## src/design/acpd_regs.vh

```
// Opcode patterns, operation codes and timing constants for the decoder
`ifndef ACPD_REGS_VH
`define ACPD_REGS_VH

// ----------------------------------------------------------------
// Fixed instruction words
// ----------------------------------------------------------------
`define ACPD_W_RST_OTHERS 32'h03c82240
`define ACPD_W_FIND_CLR 32'h03f82240
`define ACPD_W_PG_HALT 32'h00008000
`define ACPD_W_PG_SKIP 32'h00008005
`define ACPD_W_PG_HALT_SKIP 32'h00008001

// ----------------------------------------------------------------
// Prefixes (compared against the top digits; ACPD_T_MVMASK against the low four digits)
// ----------------------------------------------------------------
`define ACPD_P_BR_UNC 12'h280
`define ACPD_P_BR 8'h28
`define ACPD_P_BAL 8'h2c
`define ACPD_P_LOOP1 12'h3c0
`define ACPD_P_LOOPN 12'h3d0
`define ACPD_P_LDLOOP1 8'h3e
`define ACPD_P_LDLOOPN 8'h3f
`define ACPD_P_SWAP 12'h30c
`define ACPD_P_MVMASK 8'h08
`define ACPD_P_MVMASK_IND 8'h09
`define ACPD_T_MVMASK 16'h0001
`define ACPD_P_PG_LDPTR 16'h4000
`define ACPD_P_PG_BR 16'h0004
`define ACPD_P_XF_LOCK 16'h3806
`define ACPD_P_XF_CUINT 20'h38010
`define ACPD_P_XF_SCINT 20'h38012
`define ACPD_P_XF_RESET 20'h38002

// ----------------------------------------------------------------
// Operation codes on the decoded output
// ----------------------------------------------------------------
`define ACPD_OP_NONE 5'h00
`define ACPD_OP_LDI 5'h01
`define ACPD_OP_MOVR 5'h02
`define ACPD_OP_BR 5'h03
`define ACPD_OP_BRC 5'h04
`define ACPD_OP_BAL 5'h05
`define ACPD_OP_LOOP1 5'h06
`define ACPD_OP_LOOPN 5'h07
`define ACPD_OP_LDLOOP1 5'h08
`define ACPD_OP_LDLOOPN 5'h09
`define ACPD_OP_SWAP 5'h0a
`define ACPD_OP_MVMASK 5'h0b
`define ACPD_OP_MVMASK_IND 5'h0c
`define ACPD_OP_RST_OTHERS 5'h0d
`define ACPD_OP_FIND_CLR 5'h0e
`define ACPD_OP_PG_MOVE 5'h0f
`define ACPD_OP_PG_LDPTR 5'h10
`define ACPD_OP_PG_MOVE_LD 5'h11
`define ACPD_OP_PG_BR 5'h12
`define ACPD_OP_PG_HALT 5'h13
`define ACPD_OP_PG_SKIP 5'h14
`define ACPD_OP_PG_HALT_SKIP 5'h15
`define ACPD_OP_XF_LOCK 5'h16
`define ACPD_OP_XF_CUINT 5'h17
`define ACPD_OP_XF_SCINT 5'h18
`define ACPD_OP_XF_RESET 5'h19

// ----------------------------------------------------------------
// Timing, in nanoseconds, and cycle period
// ----------------------------------------------------------------
`define ACPD_CLK_NS 8
`define ACPD_T_BASE_NS 200
`define ACPD_T_MOVE_NS 1300
`define ACPD_T_IDX_NS 400
`define ACPD_T_DPTR_NS 100
`define ACPD_T_ARRSRC_NS 25
`define ACPD_CYC(ns) (((ns) + `ACPD_CLK_NS - 1) / `ACPD_CLK_NS)

`endif

```

## src/design/acpd_timer.v

```verilog
// Execution-time down counter that holds while shared memory is busy
`timescale 1ns/100ps
`default_nettype none
module acpd_timer #(
    parameter W = 16
) (
    input wire i_clk,
    input wire i_rst_n,
    input wire i_load,
    input wire [W-1:0] i_cycles,
    input wire i_hold,
    output reg o_busy,
    output reg o_done
);
    reg [W-1:0] cnt_q;

    always @(posedge i_clk or negedge i_rst_n) begin
        if (!i_rst_n) begin
            cnt_q <= {W{1'b0}};
            o_busy <= 1'b0;
            o_done <= 1'b0;
        end else begin
            o_done <= 1'b0;
            if (i_load) begin
                cnt_q <= i_cycles;
                o_busy <= 1'b1;
            end else if (o_busy && !i_hold) begin
                if (cnt_q <= {{(W-1){1'b0}}, 1'b1}) begin
                    o_busy <= 1'b0;
                    o_done <= 1'b1;
                    cnt_q <= {W{1'b0}};
                end else begin
                    cnt_q <= cnt_q - {{(W-1){1'b0}}, 1'b1};
                end
            end
        end
    end
endmodule
`default_nettype wire

```

## src/design/acpd_decoder.v

```verilog
// Instruction decoder for the associative control unit and program pager
`timescale 1ns/100ps
`default_nettype none
`include "acpd_regs.vh"

// Behaviour
// - 3rr0vvvv loads immediate into register rr
// - 3rr000dd copies register rr to dd
// - 280 branch always; 28c branch if condition
// - 2C branch-and-link, link register 0 to 7
// - 3C0 single, 3D0 multi instruction loop
// - 3E/3F load count minus one and loop
// - 30C swaps status word with memory
// - 08nn0001 move mask, 09ii0001 indirect
// - 03C82240 resets other responders, one array
// - 3F82240 finds first, clears others
// - Pager 8kkk move takes 1.3us times n+1
// - Pager 4000 loads write pointer; C moves+loads
// - Pager 0004 replaces fetch pointer
// - Pager halt, skip, halt-and-skip words
// - 3806 interlock number and state digit
// - 38010 control-unit interrupt with state digit
// - 38012 sequential-controller interrupt vector
// - 38002nn0 reset-and-clear selected target
// - Tag adds 0.4us index, 0.1us pointer
// - Array source adds 0.025us to load
// - Stall while other units hold memory
module acpd_decoder #(
    parameter TW = 16
) (
    input wire i_clk,
    input wire i_rst_n,
    input wire i_valid,
    input wire [31:0] i_instr,
    input wire i_pager,
    input wire i_cond_met,
    input wire [19:0] i_return_addr,
    input wire i_tag_index,
    input wire i_tag_dptr,
    input wire i_array_src,
    input wire i_needs_mem,
    input wire i_seq_mem_busy,
    input wire i_pager_mem_busy,
    input wire i_pio_mem_busy,
    output reg o_ready,
    output reg o_op_valid,
    output reg [4:0] o_op,
    output reg [7:0] o_reg_dst,
    output reg [7:0] o_reg_src,
    output reg [19:0] o_addr,
    output reg [15:0] o_value,
    output reg [11:0] o_count,
    output reg [3:0] o_state_bits,
    output reg o_branch_taken,
    output reg o_reg_we,
    output reg [31:0] o_reg_wdata,
    output reg [15:0] o_pager_write_pointer,
    output reg [15:0] o_pager_fetch_pointer,
    output reg o_pager_halt,
    output reg o_pager_skip,
    output reg o_stall,
    output reg o_done
);
    // ------------------------------------------------------------
    // Cycle counts
    // ------------------------------------------------------------
    localparam [TW-1:0] C_BASE = `ACPD_CYC(`ACPD_T_BASE_NS);
    localparam [TW-1:0] C_MOVE = `ACPD_CYC(`ACPD_T_MOVE_NS);
    localparam [TW-1:0] C_IDX = `ACPD_CYC(`ACPD_T_IDX_NS);
    localparam [TW-1:0] C_DPTR = `ACPD_CYC(`ACPD_T_DPTR_NS);
    localparam [TW-1:0] C_ARR = `ACPD_CYC(`ACPD_T_ARRSRC_NS);

    localparam ST_IDLE = 1'b0;
    localparam ST_EXEC = 1'b1;

    // ------------------------------------------------------------
    // Memory-busy synchronisers
    // ------------------------------------------------------------
    reg [2:0] busy_s1_q;
    reg [2:0] busy_s2_q;

    always @(posedge i_clk or negedge i_rst_n) begin
        if (!i_rst_n) begin
            busy_s1_q <= 3'h0;
            busy_s2_q <= 3'h0;
        end else begin
            busy_s1_q <= {i_seq_mem_busy, i_pager_mem_busy, i_pio_mem_busy};
            busy_s2_q <= busy_s1_q;
        end
    end

    // ------------------------------------------------------------
    // Decode
    // ------------------------------------------------------------
    function [4:0] decode_op;
        input [31:0] w;
        input pg;
        begin
            decode_op = `ACPD_OP_NONE;
            if (pg) begin
                // Exact pager words first; 0004 shares the 000 prefix
                if (w == `ACPD_W_PG_HALT)
                    decode_op = `ACPD_OP_PG_HALT;
                else if (w == `ACPD_W_PG_SKIP)
                    decode_op = `ACPD_OP_PG_SKIP;
                else if (w == `ACPD_W_PG_HALT_SKIP)
                    decode_op = `ACPD_OP_PG_HALT_SKIP;
                else if (w[31:16] == `ACPD_P_PG_BR)
                    decode_op = `ACPD_OP_PG_BR;
                else if (w[31:16] == `ACPD_P_PG_LDPTR)
                    decode_op = `ACPD_OP_PG_LDPTR;
                else if (w[31:28] == 4'h8 && w[15:0] == 16'h0000)
                    decode_op = `ACPD_OP_PG_MOVE;
                else if (w[31:28] == 4'hc)
                    decode_op = `ACPD_OP_PG_MOVE_LD;
            end else begin
                if (w == `ACPD_W_RST_OTHERS)
                    decode_op = `ACPD_OP_RST_OTHERS;
                else if (w == `ACPD_W_FIND_CLR)
                    decode_op = `ACPD_OP_FIND_CLR;
                else if (w[31:12] == `ACPD_P_XF_CUINT)
                    decode_op = `ACPD_OP_XF_CUINT;
                else if (w[31:12] == `ACPD_P_XF_SCINT)
                    decode_op = `ACPD_OP_XF_SCINT;
                else if (w[31:12] == `ACPD_P_XF_RESET && w[3:0] == 4'h0)
                    decode_op = `ACPD_OP_XF_RESET;
                else if (w[31:16] == `ACPD_P_XF_LOCK)
                    decode_op = `ACPD_OP_XF_LOCK;
                else if (w[31:20] == `ACPD_P_SWAP)
                    decode_op = `ACPD_OP_SWAP;
                else if (w[31:20] == `ACPD_P_LOOP1)
                    decode_op = `ACPD_OP_LOOP1;
                else if (w[31:20] == `ACPD_P_LOOPN)
                    decode_op = `ACPD_OP_LOOPN;
                else if (w[31:24] == `ACPD_P_LDLOOP1)
                    decode_op = `ACPD_OP_LDLOOP1;
                else if (w[31:24] == `ACPD_P_LDLOOPN)
                    decode_op = `ACPD_OP_LDLOOPN;
                else if (w[31:20] == `ACPD_P_BR_UNC)
                    decode_op = `ACPD_OP_BR;
                else if (w[31:24] == `ACPD_P_BR)
                    decode_op = `ACPD_OP_BRC;
                else if (w[31:24] == `ACPD_P_BAL && w[23] == 1'b0)
                    decode_op = `ACPD_OP_BAL;
                else if (w[31:24] == `ACPD_P_MVMASK &&
                         w[15:0] == `ACPD_T_MVMASK)
                    decode_op = `ACPD_OP_MVMASK;
                else if (w[31:24] == `ACPD_P_MVMASK_IND &&
                         w[15:0] == `ACPD_T_MVMASK)
                    decode_op = `ACPD_OP_MVMASK_IND;
                else if (w[31:28] == 4'h3 && w[19:8] == 12'h000)
                    decode_op = `ACPD_OP_MOVR;
                else if (w[31:28] == 4'h3 && w[19:16] == 4'h0)
                    decode_op = `ACPD_OP_LDI;
            end
        end
    endfunction

    wire [4:0] op_d = decode_op(i_instr, i_pager);
    wire [11:0] move_n = i_instr[27:16];
    wire [TW-1:0] move_cyc = C_MOVE * ({{(TW-12){1'b0}}, move_n} +
                                       {{(TW-1){1'b0}}, 1'b1});
    wire is_move = (op_d == `ACPD_OP_PG_MOVE);
    wire [TW-1:0] tag_cyc = i_tag_index ? C_IDX :
                            (i_tag_dptr ? C_DPTR : {TW{1'b0}});
    wire [TW-1:0] arr_cyc = i_array_src ? C_ARR : {TW{1'b0}};
    wire [TW-1:0] exec_cyc = (is_move ? move_cyc : C_BASE) + tag_cyc +
                             arr_cyc;

    // ------------------------------------------------------------
    // Sequencer
    // ------------------------------------------------------------
    reg state_q;
    reg needs_mem_q;
    reg start_q;
    reg [TW-1:0] exec_cyc_q;
    wire timer_busy;
    wire timer_done;
    wire mem_held = needs_mem_q && (|busy_s2_q);
    wire take = (state_q == ST_IDLE) && i_valid;

    acpd_timer #(.W(TW)) u_timer (
        .i_clk(i_clk),
        .i_rst_n(i_rst_n),
        .i_load(start_q),
        .i_cycles(exec_cyc_q),
        .i_hold(mem_held),
        .o_busy(timer_busy),
        .o_done(timer_done)
    );

    always @(posedge i_clk or negedge i_rst_n) begin
        if (!i_rst_n) begin
            state_q <= ST_IDLE;
            needs_mem_q <= 1'b0;
            start_q <= 1'b0;
            exec_cyc_q <= {TW{1'b0}};
            o_ready <= 1'b1;
            o_op_valid <= 1'b0;
            o_op <= `ACPD_OP_NONE;
            o_reg_dst <= 8'h00;
            o_reg_src <= 8'h00;
            o_addr <= 20'h00000;
            o_value <= 16'h0000;
            o_count <= 12'h000;
            o_state_bits <= 4'h0;
            o_branch_taken <= 1'b0;
            o_reg_we <= 1'b0;
            o_reg_wdata <= 32'h00000000;
            o_pager_write_pointer <= 16'h0000;
            o_pager_fetch_pointer <= 16'h0000;
            o_pager_halt <= 1'b0;
            o_pager_skip <= 1'b0;
            o_stall <= 1'b0;
            o_done <= 1'b0;
        end else begin
            start_q <= 1'b0;
            o_op_valid <= 1'b0;
            o_reg_we <= 1'b0;
            o_branch_taken <= 1'b0;
            o_pager_skip <= 1'b0;
            o_done <= timer_done;
            o_stall <= timer_busy && mem_held;
            case (state_q)
                ST_IDLE: begin
                    if (take) begin
                        state_q <= ST_EXEC;
                        o_ready <= 1'b0;
                        start_q <= 1'b1;
                        exec_cyc_q <= exec_cyc;
                        needs_mem_q <= i_needs_mem;
                        o_op_valid <= 1'b1;
                        o_op <= op_d;
                        o_reg_dst <= i_instr[27:20];
                        o_reg_src <= i_instr[27:20];
                        o_addr <= i_instr[19:0];
                        o_value <= i_instr[15:0];
                        o_count <= {4'h0, i_instr[23:16]};
                        o_state_bits <= i_instr[3:0];
                        case (op_d)
                            `ACPD_OP_LDI: begin
                                o_reg_we <= 1'b1;
                                o_reg_wdata <= {16'h0000, i_instr[15:0]};
                            end
                            `ACPD_OP_MOVR: begin
                                o_reg_dst <= i_instr[7:0];
                            end
                            `ACPD_OP_BR: o_branch_taken <= 1'b1;
                            `ACPD_OP_BRC: o_branch_taken <= i_cond_met;
                            `ACPD_OP_BAL: begin
                                o_branch_taken <= 1'b1;
                                o_reg_dst <= {5'h00, i_instr[22:20]};
                                o_reg_we <= 1'b1;
                                o_reg_wdata <= {12'h000, i_return_addr};
                            end
                            `ACPD_OP_LDLOOP1, `ACPD_OP_LDLOOPN: begin
                                o_addr <= {4'h0, i_instr[15:0]};
                            end
                            `ACPD_OP_MVMASK, `ACPD_OP_MVMASK_IND: begin
                                o_addr <= {12'h000, i_instr[23:16]};
                            end
                            `ACPD_OP_PG_MOVE: o_count <= move_n;
                            `ACPD_OP_PG_LDPTR: begin
                                o_pager_write_pointer <= i_instr[15:0];
                            end
                            `ACPD_OP_PG_MOVE_LD: begin
                                o_count <= move_n;
                                o_pager_write_pointer <= i_instr[15:0];
                            end
                            `ACPD_OP_PG_BR: begin
                                o_pager_fetch_pointer <= i_instr[15:0];
                            end
                            `ACPD_OP_PG_HALT: o_pager_halt <= 1'b1;
                            `ACPD_OP_PG_SKIP: o_pager_skip <= 1'b1;
                            `ACPD_OP_PG_HALT_SKIP: begin
                                o_pager_halt <= 1'b1;
                                o_pager_skip <= 1'b1;
                            end
                            `ACPD_OP_XF_LOCK: begin
                                o_addr <= {8'h00, i_instr[15:4]};
                            end
                            `ACPD_OP_XF_CUINT, `ACPD_OP_XF_SCINT: begin
                                o_addr <= {12'h000, i_instr[11:4]};
                            end
                            `ACPD_OP_XF_RESET: begin
                                o_addr <= {12'h000, i_instr[11:4]};
                            end
                            default: begin
                            end
                        endcase
                    end
                end
                ST_EXEC: begin
                    // Halt persists until the next accepted instruction
                    if (timer_done) begin
                        state_q <= ST_IDLE;
                        o_ready <= 1'b1;
                    end
                end
                default: state_q <= ST_IDLE;
            endcase
            if (take && op_d != `ACPD_OP_PG_HALT &&
                op_d != `ACPD_OP_PG_HALT_SKIP)
                o_pager_halt <= 1'b0;
        end
    end
endmodule
`default_nettype wire

```

## config.mk

```make
export PLATFORM = sky130hd
export DESIGN_NAME = acpd_decoder
export DESIGN_NICKNAME = d
export VERILOG_FILES = /design/src/design/acpd_timer.v /design/src/design/acpd_decoder.v
export VERILOG_INCLUDE_DIRS = /design/src /design/src/design
export SDC_FILE = /design/constraint.sdc
export NUM_CORES = 1
export LEC_CHECK = 0
export BUFFER_PORTS_ARGS = -buffer_cell sky130_fd_sc_hd__buf_4
export CAP_MARGIN = 25
export CORE_MARGIN = 3
export CORE_UTILIZATION = 35
export CTS_CLUSTER_SIZE = 14
export DETAILED_ROUTE_END_ITERATION = 12
export PLACE_DENSITY = 0.56
export SKIP_LAST_GASP = 1
export SLEW_MARGIN = 20
export SYNTH_ARGS = -nofsm -noshare
export SYNTH_HDL_FRONTEND = slang
export SYNTH_SLANG_ARGS = --single-unit
```

## constraint.sdc

```tcl
create_clock -name i_clk -period 2.15 [get_ports i_clk]
set_input_delay 0.1075 -clock i_clk [delete_from_list [all_inputs] [get_ports i_clk]]
set_output_delay 0.1075 -clock i_clk [all_outputs]
set_load 0.05 [all_outputs]
```

==> key figures <==
Final layout
  • Final nets: 1,661
  • Finished Layout Cells: 1,912
  • Final core utilization: 0.5491
  • Area Growth Syn to Fin: 53.26%
  • Most common cell after layout, fill and taps aside: buf_4
  • Most frequent cells in the layout: buf_4 (388), nand2_1 (171), dfrtp_1 (166), inv_1 (64), o21ai_0 (53)
  • Antenna fix cells: 0
  • Fillers: 2,564
  • Reg area: 4180 um^2
  • Layout cells sized above 1: 0.4228
  • Area of the multi-input gates: 6593 um^2

Routing
  • DRT antenna net count: 0
  • Detailed Routing Iterations Pass 1: 5
  • Iter 0 DRT Violations: 555
  • Wire per inst: 18.71 um
  • Final WL: 35.78 mm
  • Vias after detailed routing: 9,785
  • Residual DRC count: 0
  • Routed vias/inst: 5.118

Worst setup path
  • Crit Path Category: in2reg
  • Arrival @ worst endpoint: 3970 ps
  • Crit Path Max Fanout: 5
  • Crit. End Element: register
  • CP Launch Type: input pin
  • Worst Path Required: 2460 ps

Floorplan
  • Num rows: 62
  • Initial Util: 0.3583
  • Core area: 28,940 um^2
  • Die height: 178.1 um
  • Die width: 178.1 um
  • I/O pins: 209
  • Die Area: 31,720 um^2

Global route
  • Total grt overflow: 0
  • Pin count of the biggest net entering global routing: 90
  • Gr usage total: 0.2241
  • Initial antenna violation count: 0
  • First-pass GRT wire length: 55.12 mm
  • Vias in the first global route: 9,774

Outcome
  • Failing checks: negative setup slack
  • Status: finished, violations left

Synthesis
  • Avg Cell Area, Syn: 9.289 um^2
  • Adder-cell share of the synthesized area: 0.1106
  • Cells after synthesis: 1,116
  • Post-synth EDFFs: 0
  • Cell Area, Synth: 10,370 um^2
  • Seq/Total Area, Yosys: 0.4033
  • XOR/XNOR Fraction of Synth Area: 0.03042
  • Synth cell types: 74
  • Primary FF master, synth: dfrtp_1
  • Post-synthesis compound-gate area fraction: 0.1488
  • Asr flop ratio synth: 1.000
  • Post-synthesis mux area share: 0.05951
  • YS warnings: 0
  • Largest family of logic cells by synthesized area: simple AND/OR/NAND/NOR gates
  • Post-synthesis register bit count: 167
  • Synth Area in Simple Gates: 0.1768

STA
  • Slew HR: 0.6403
  • Post-route minimum period: 3663 ps
  • Final Max Tran Viols: 0
  • Fin crit share: 1.704
  • Slew @ Worst Pin: 539.5 ps
  • Setup Skew: 7.751 ps
  • Final hold vios: 0
  • Fin worst setup slack: -1513 ps
  • F_max: 273.0 MHz
  • Final setup fails: 104
  • RSZ-0062 raised after global routing: yes

CTS
  • Worst skew pair latency: 430 ps
  • H-Tree Depth: 4
  • TritonCTS buffer count: 17
  • CTS Root Cell: clkbuf_16
  • CTS tree: built
  • Bufs on Longest Clock Path: 2
  • Clock sink count: 167
  • Reg clk slew, reported paths: 80 ps

Placed design
  • Detailed Place HPWL: 26.38 mm
  • Port buffer count: 196
  • Placed cell count: 1,816
  • Placer's final routability congestion estimate: 0.8708

Pwr
  • Lkg Pwr: 7.876 nW
  • PwrDens: 612.2 nW/um^2
  • VDD IR max: 0.5350 mV

Min path
  • HP Class: in2reg

Flow run
  • Max Cap Violations: 0
[state kept, by name, summed over array words and instances (netlist names), 3 cells and up]
| name | cells |
|---|---|
| busy_s1_q | 3 |
| busy_s2_q | 3 |
| exec_cyc_q | 16 |
| o_addr | 20 |
| o_count | 8 |
| o_op | 5 |
| o_pager_fetch_pointer | 16 |
| o_pager_write_pointer | 16 |
| o_reg_dst | 8 |
| o_reg_src | 8 |
| o_reg_wdata | 20 |
| o_value | 16 |
| u_timer.cnt_q | 16 |
[final cells by class]
class | instances | area share
multi-input cells | 801 | 0.4149
well taps | 384 | 0.03024
clock buffers | 19 | 0.02725
clock inverters | 13 | 0.009214
repair buffers | 454 | 0.2376
inverters | 74 | 0.01764
flip-flops and latches | 167 | 0.2631
[where the power goes]
group	internal, mW	total (mW)	switching [mW]
Combinational	1.76	3.47	1.70
Clock	1.73	3.11	1.38
Sequential	3.15	3.15	0.00168
Total	6.64	9.73	3.09
[logic make-up (layout without fill, tap and decap cells)]
group	count (synthesis)	in the layout
mux	57	57
buf+inv	161	560
other cells	1	12
fa+ha+maj	82	82
flops	167	167
xor+xnor	36	36
simple gates	371	372
compound gates	241	242
[worst paths after layout]
kind	startpoint	end	slack [ps]	cells after the start
min reg2reg	busy_s1_q[0]$_DFF_PN0_	busy_s2_q[0]$_DFF_PN0_	350	0
min	i_instr[10]	o_pager_fetch_pointer[10]$_DFFE_PN0P_	60	3
max	i_instr[18]	exec_cyc_q[15]$_DFFE_PN0P_	-1510	21
max in group asynchronous	i_rst_n	u_timer.cnt_q[9]$_DFFE_PN0P_	1220	3
min in group asynchronous	i_rst_n	exec_cyc_q[2]$_DFFE_PN0P_	140	2
max reg2reg	u_timer.cnt_q[8]$_DFFE_PN0P_	u_timer.cnt_q[9]$_DFFE_PN0P_	10	7
[synthesized netlist by cell type, types with 5 or more instances]
master,n,share of area
dfrtp_1,166,0.40
nor2_1,50,0.018
o21ai_0,85,0.041
buf_2,10,0.0048
nand2b_1,5,0.0030
xnor2_1,19,0.016
buf_1,6,0.0022
or4_1,7,0.0051
a21boi_0,9,0.0065
a21oi_1,24,0.012
a31oi_1,8,0.0048
clkbuf_1,46,0.017
o21ai_1,19,0.0092
nand3_1,13,0.0063
a22o_1,8,0.0068
o21a_1,10,0.0072
a21o_1,11,0.0080
a211oi_1,7,0.0051
ha_1,66,0.080
and2_1,5,0.0030
or3_1,5,0.0030
o31ai_1,18,0.013
o22ai_1,9,0.0054
inv_1,74,0.027
nand2_1,173,0.063
fa_1,16,0.031
mux2i_1,23,0.022
nor3b_1,5,0.0036
nand4_1,14,0.0084
xor2_1,17,0.014
and3_1,11,0.0066
mux2_2,33,0.036
buf_4,20,0.014
nor4_1,18,0.011
a2bb2oi_1,6,0.0051
nor3_1,26,0.013
[per-layer routing]
metal	track usage	part of all wire
met5	0	0
met4	0.06414	0.027
met3	0.02618	0.045
met2	0.3576	0.46
met1	0.3209	0.46
[worst max-delay path, stage by stage]
cell     delay, ps
buf_8           80
and3_4         180
nand3_4        110
xnor2_4        170
buf_4          140
buf_4          120
ha_1           260
ha_1           280
inv_1           50
fa_1           530
inv_1           50
fa_1           550
ha_4           230
nand3_1         80
nand2_1         50
a41o_1         230
nor2_2         130
xor2_2         120
nor4_2         260
xnor2_1        150
o21ai_1         70
[what timing repair did]
action | in CTS | in global routing
cloned | 1 | 3
pin swaps | 68 | 49
endpoints found under the setup margin | 106 | 118
hold buffers | 27 | 0
setup buffers | 19 | 15
hold endpoints to repair | 99 | 0
gates resized for setup | 78 | 68
[per-stage QoR]
stage | total power, mW | hold slack, ps | area [um^2] | TNS, ps | setup WS (ps)
floorplan | 4.987 | -188.1 | 11120 | -91320 | -1738
global placement | 6.114 | 40.39 | 14000 | -136470 | -2067
detailed placement | 6.132 | 39.35 | 14000 | -137000 | -2119
CTS | 9.529 | 65.25 | 15370 | -73620 | -1502
global route | 10.27 | 64.32 | 15890 | -74550 | -1727
finish | 9.726 | 62.17 | 15890 | -63860 | -1513
No activity file was read; power rests on OpenSTA's default activity.
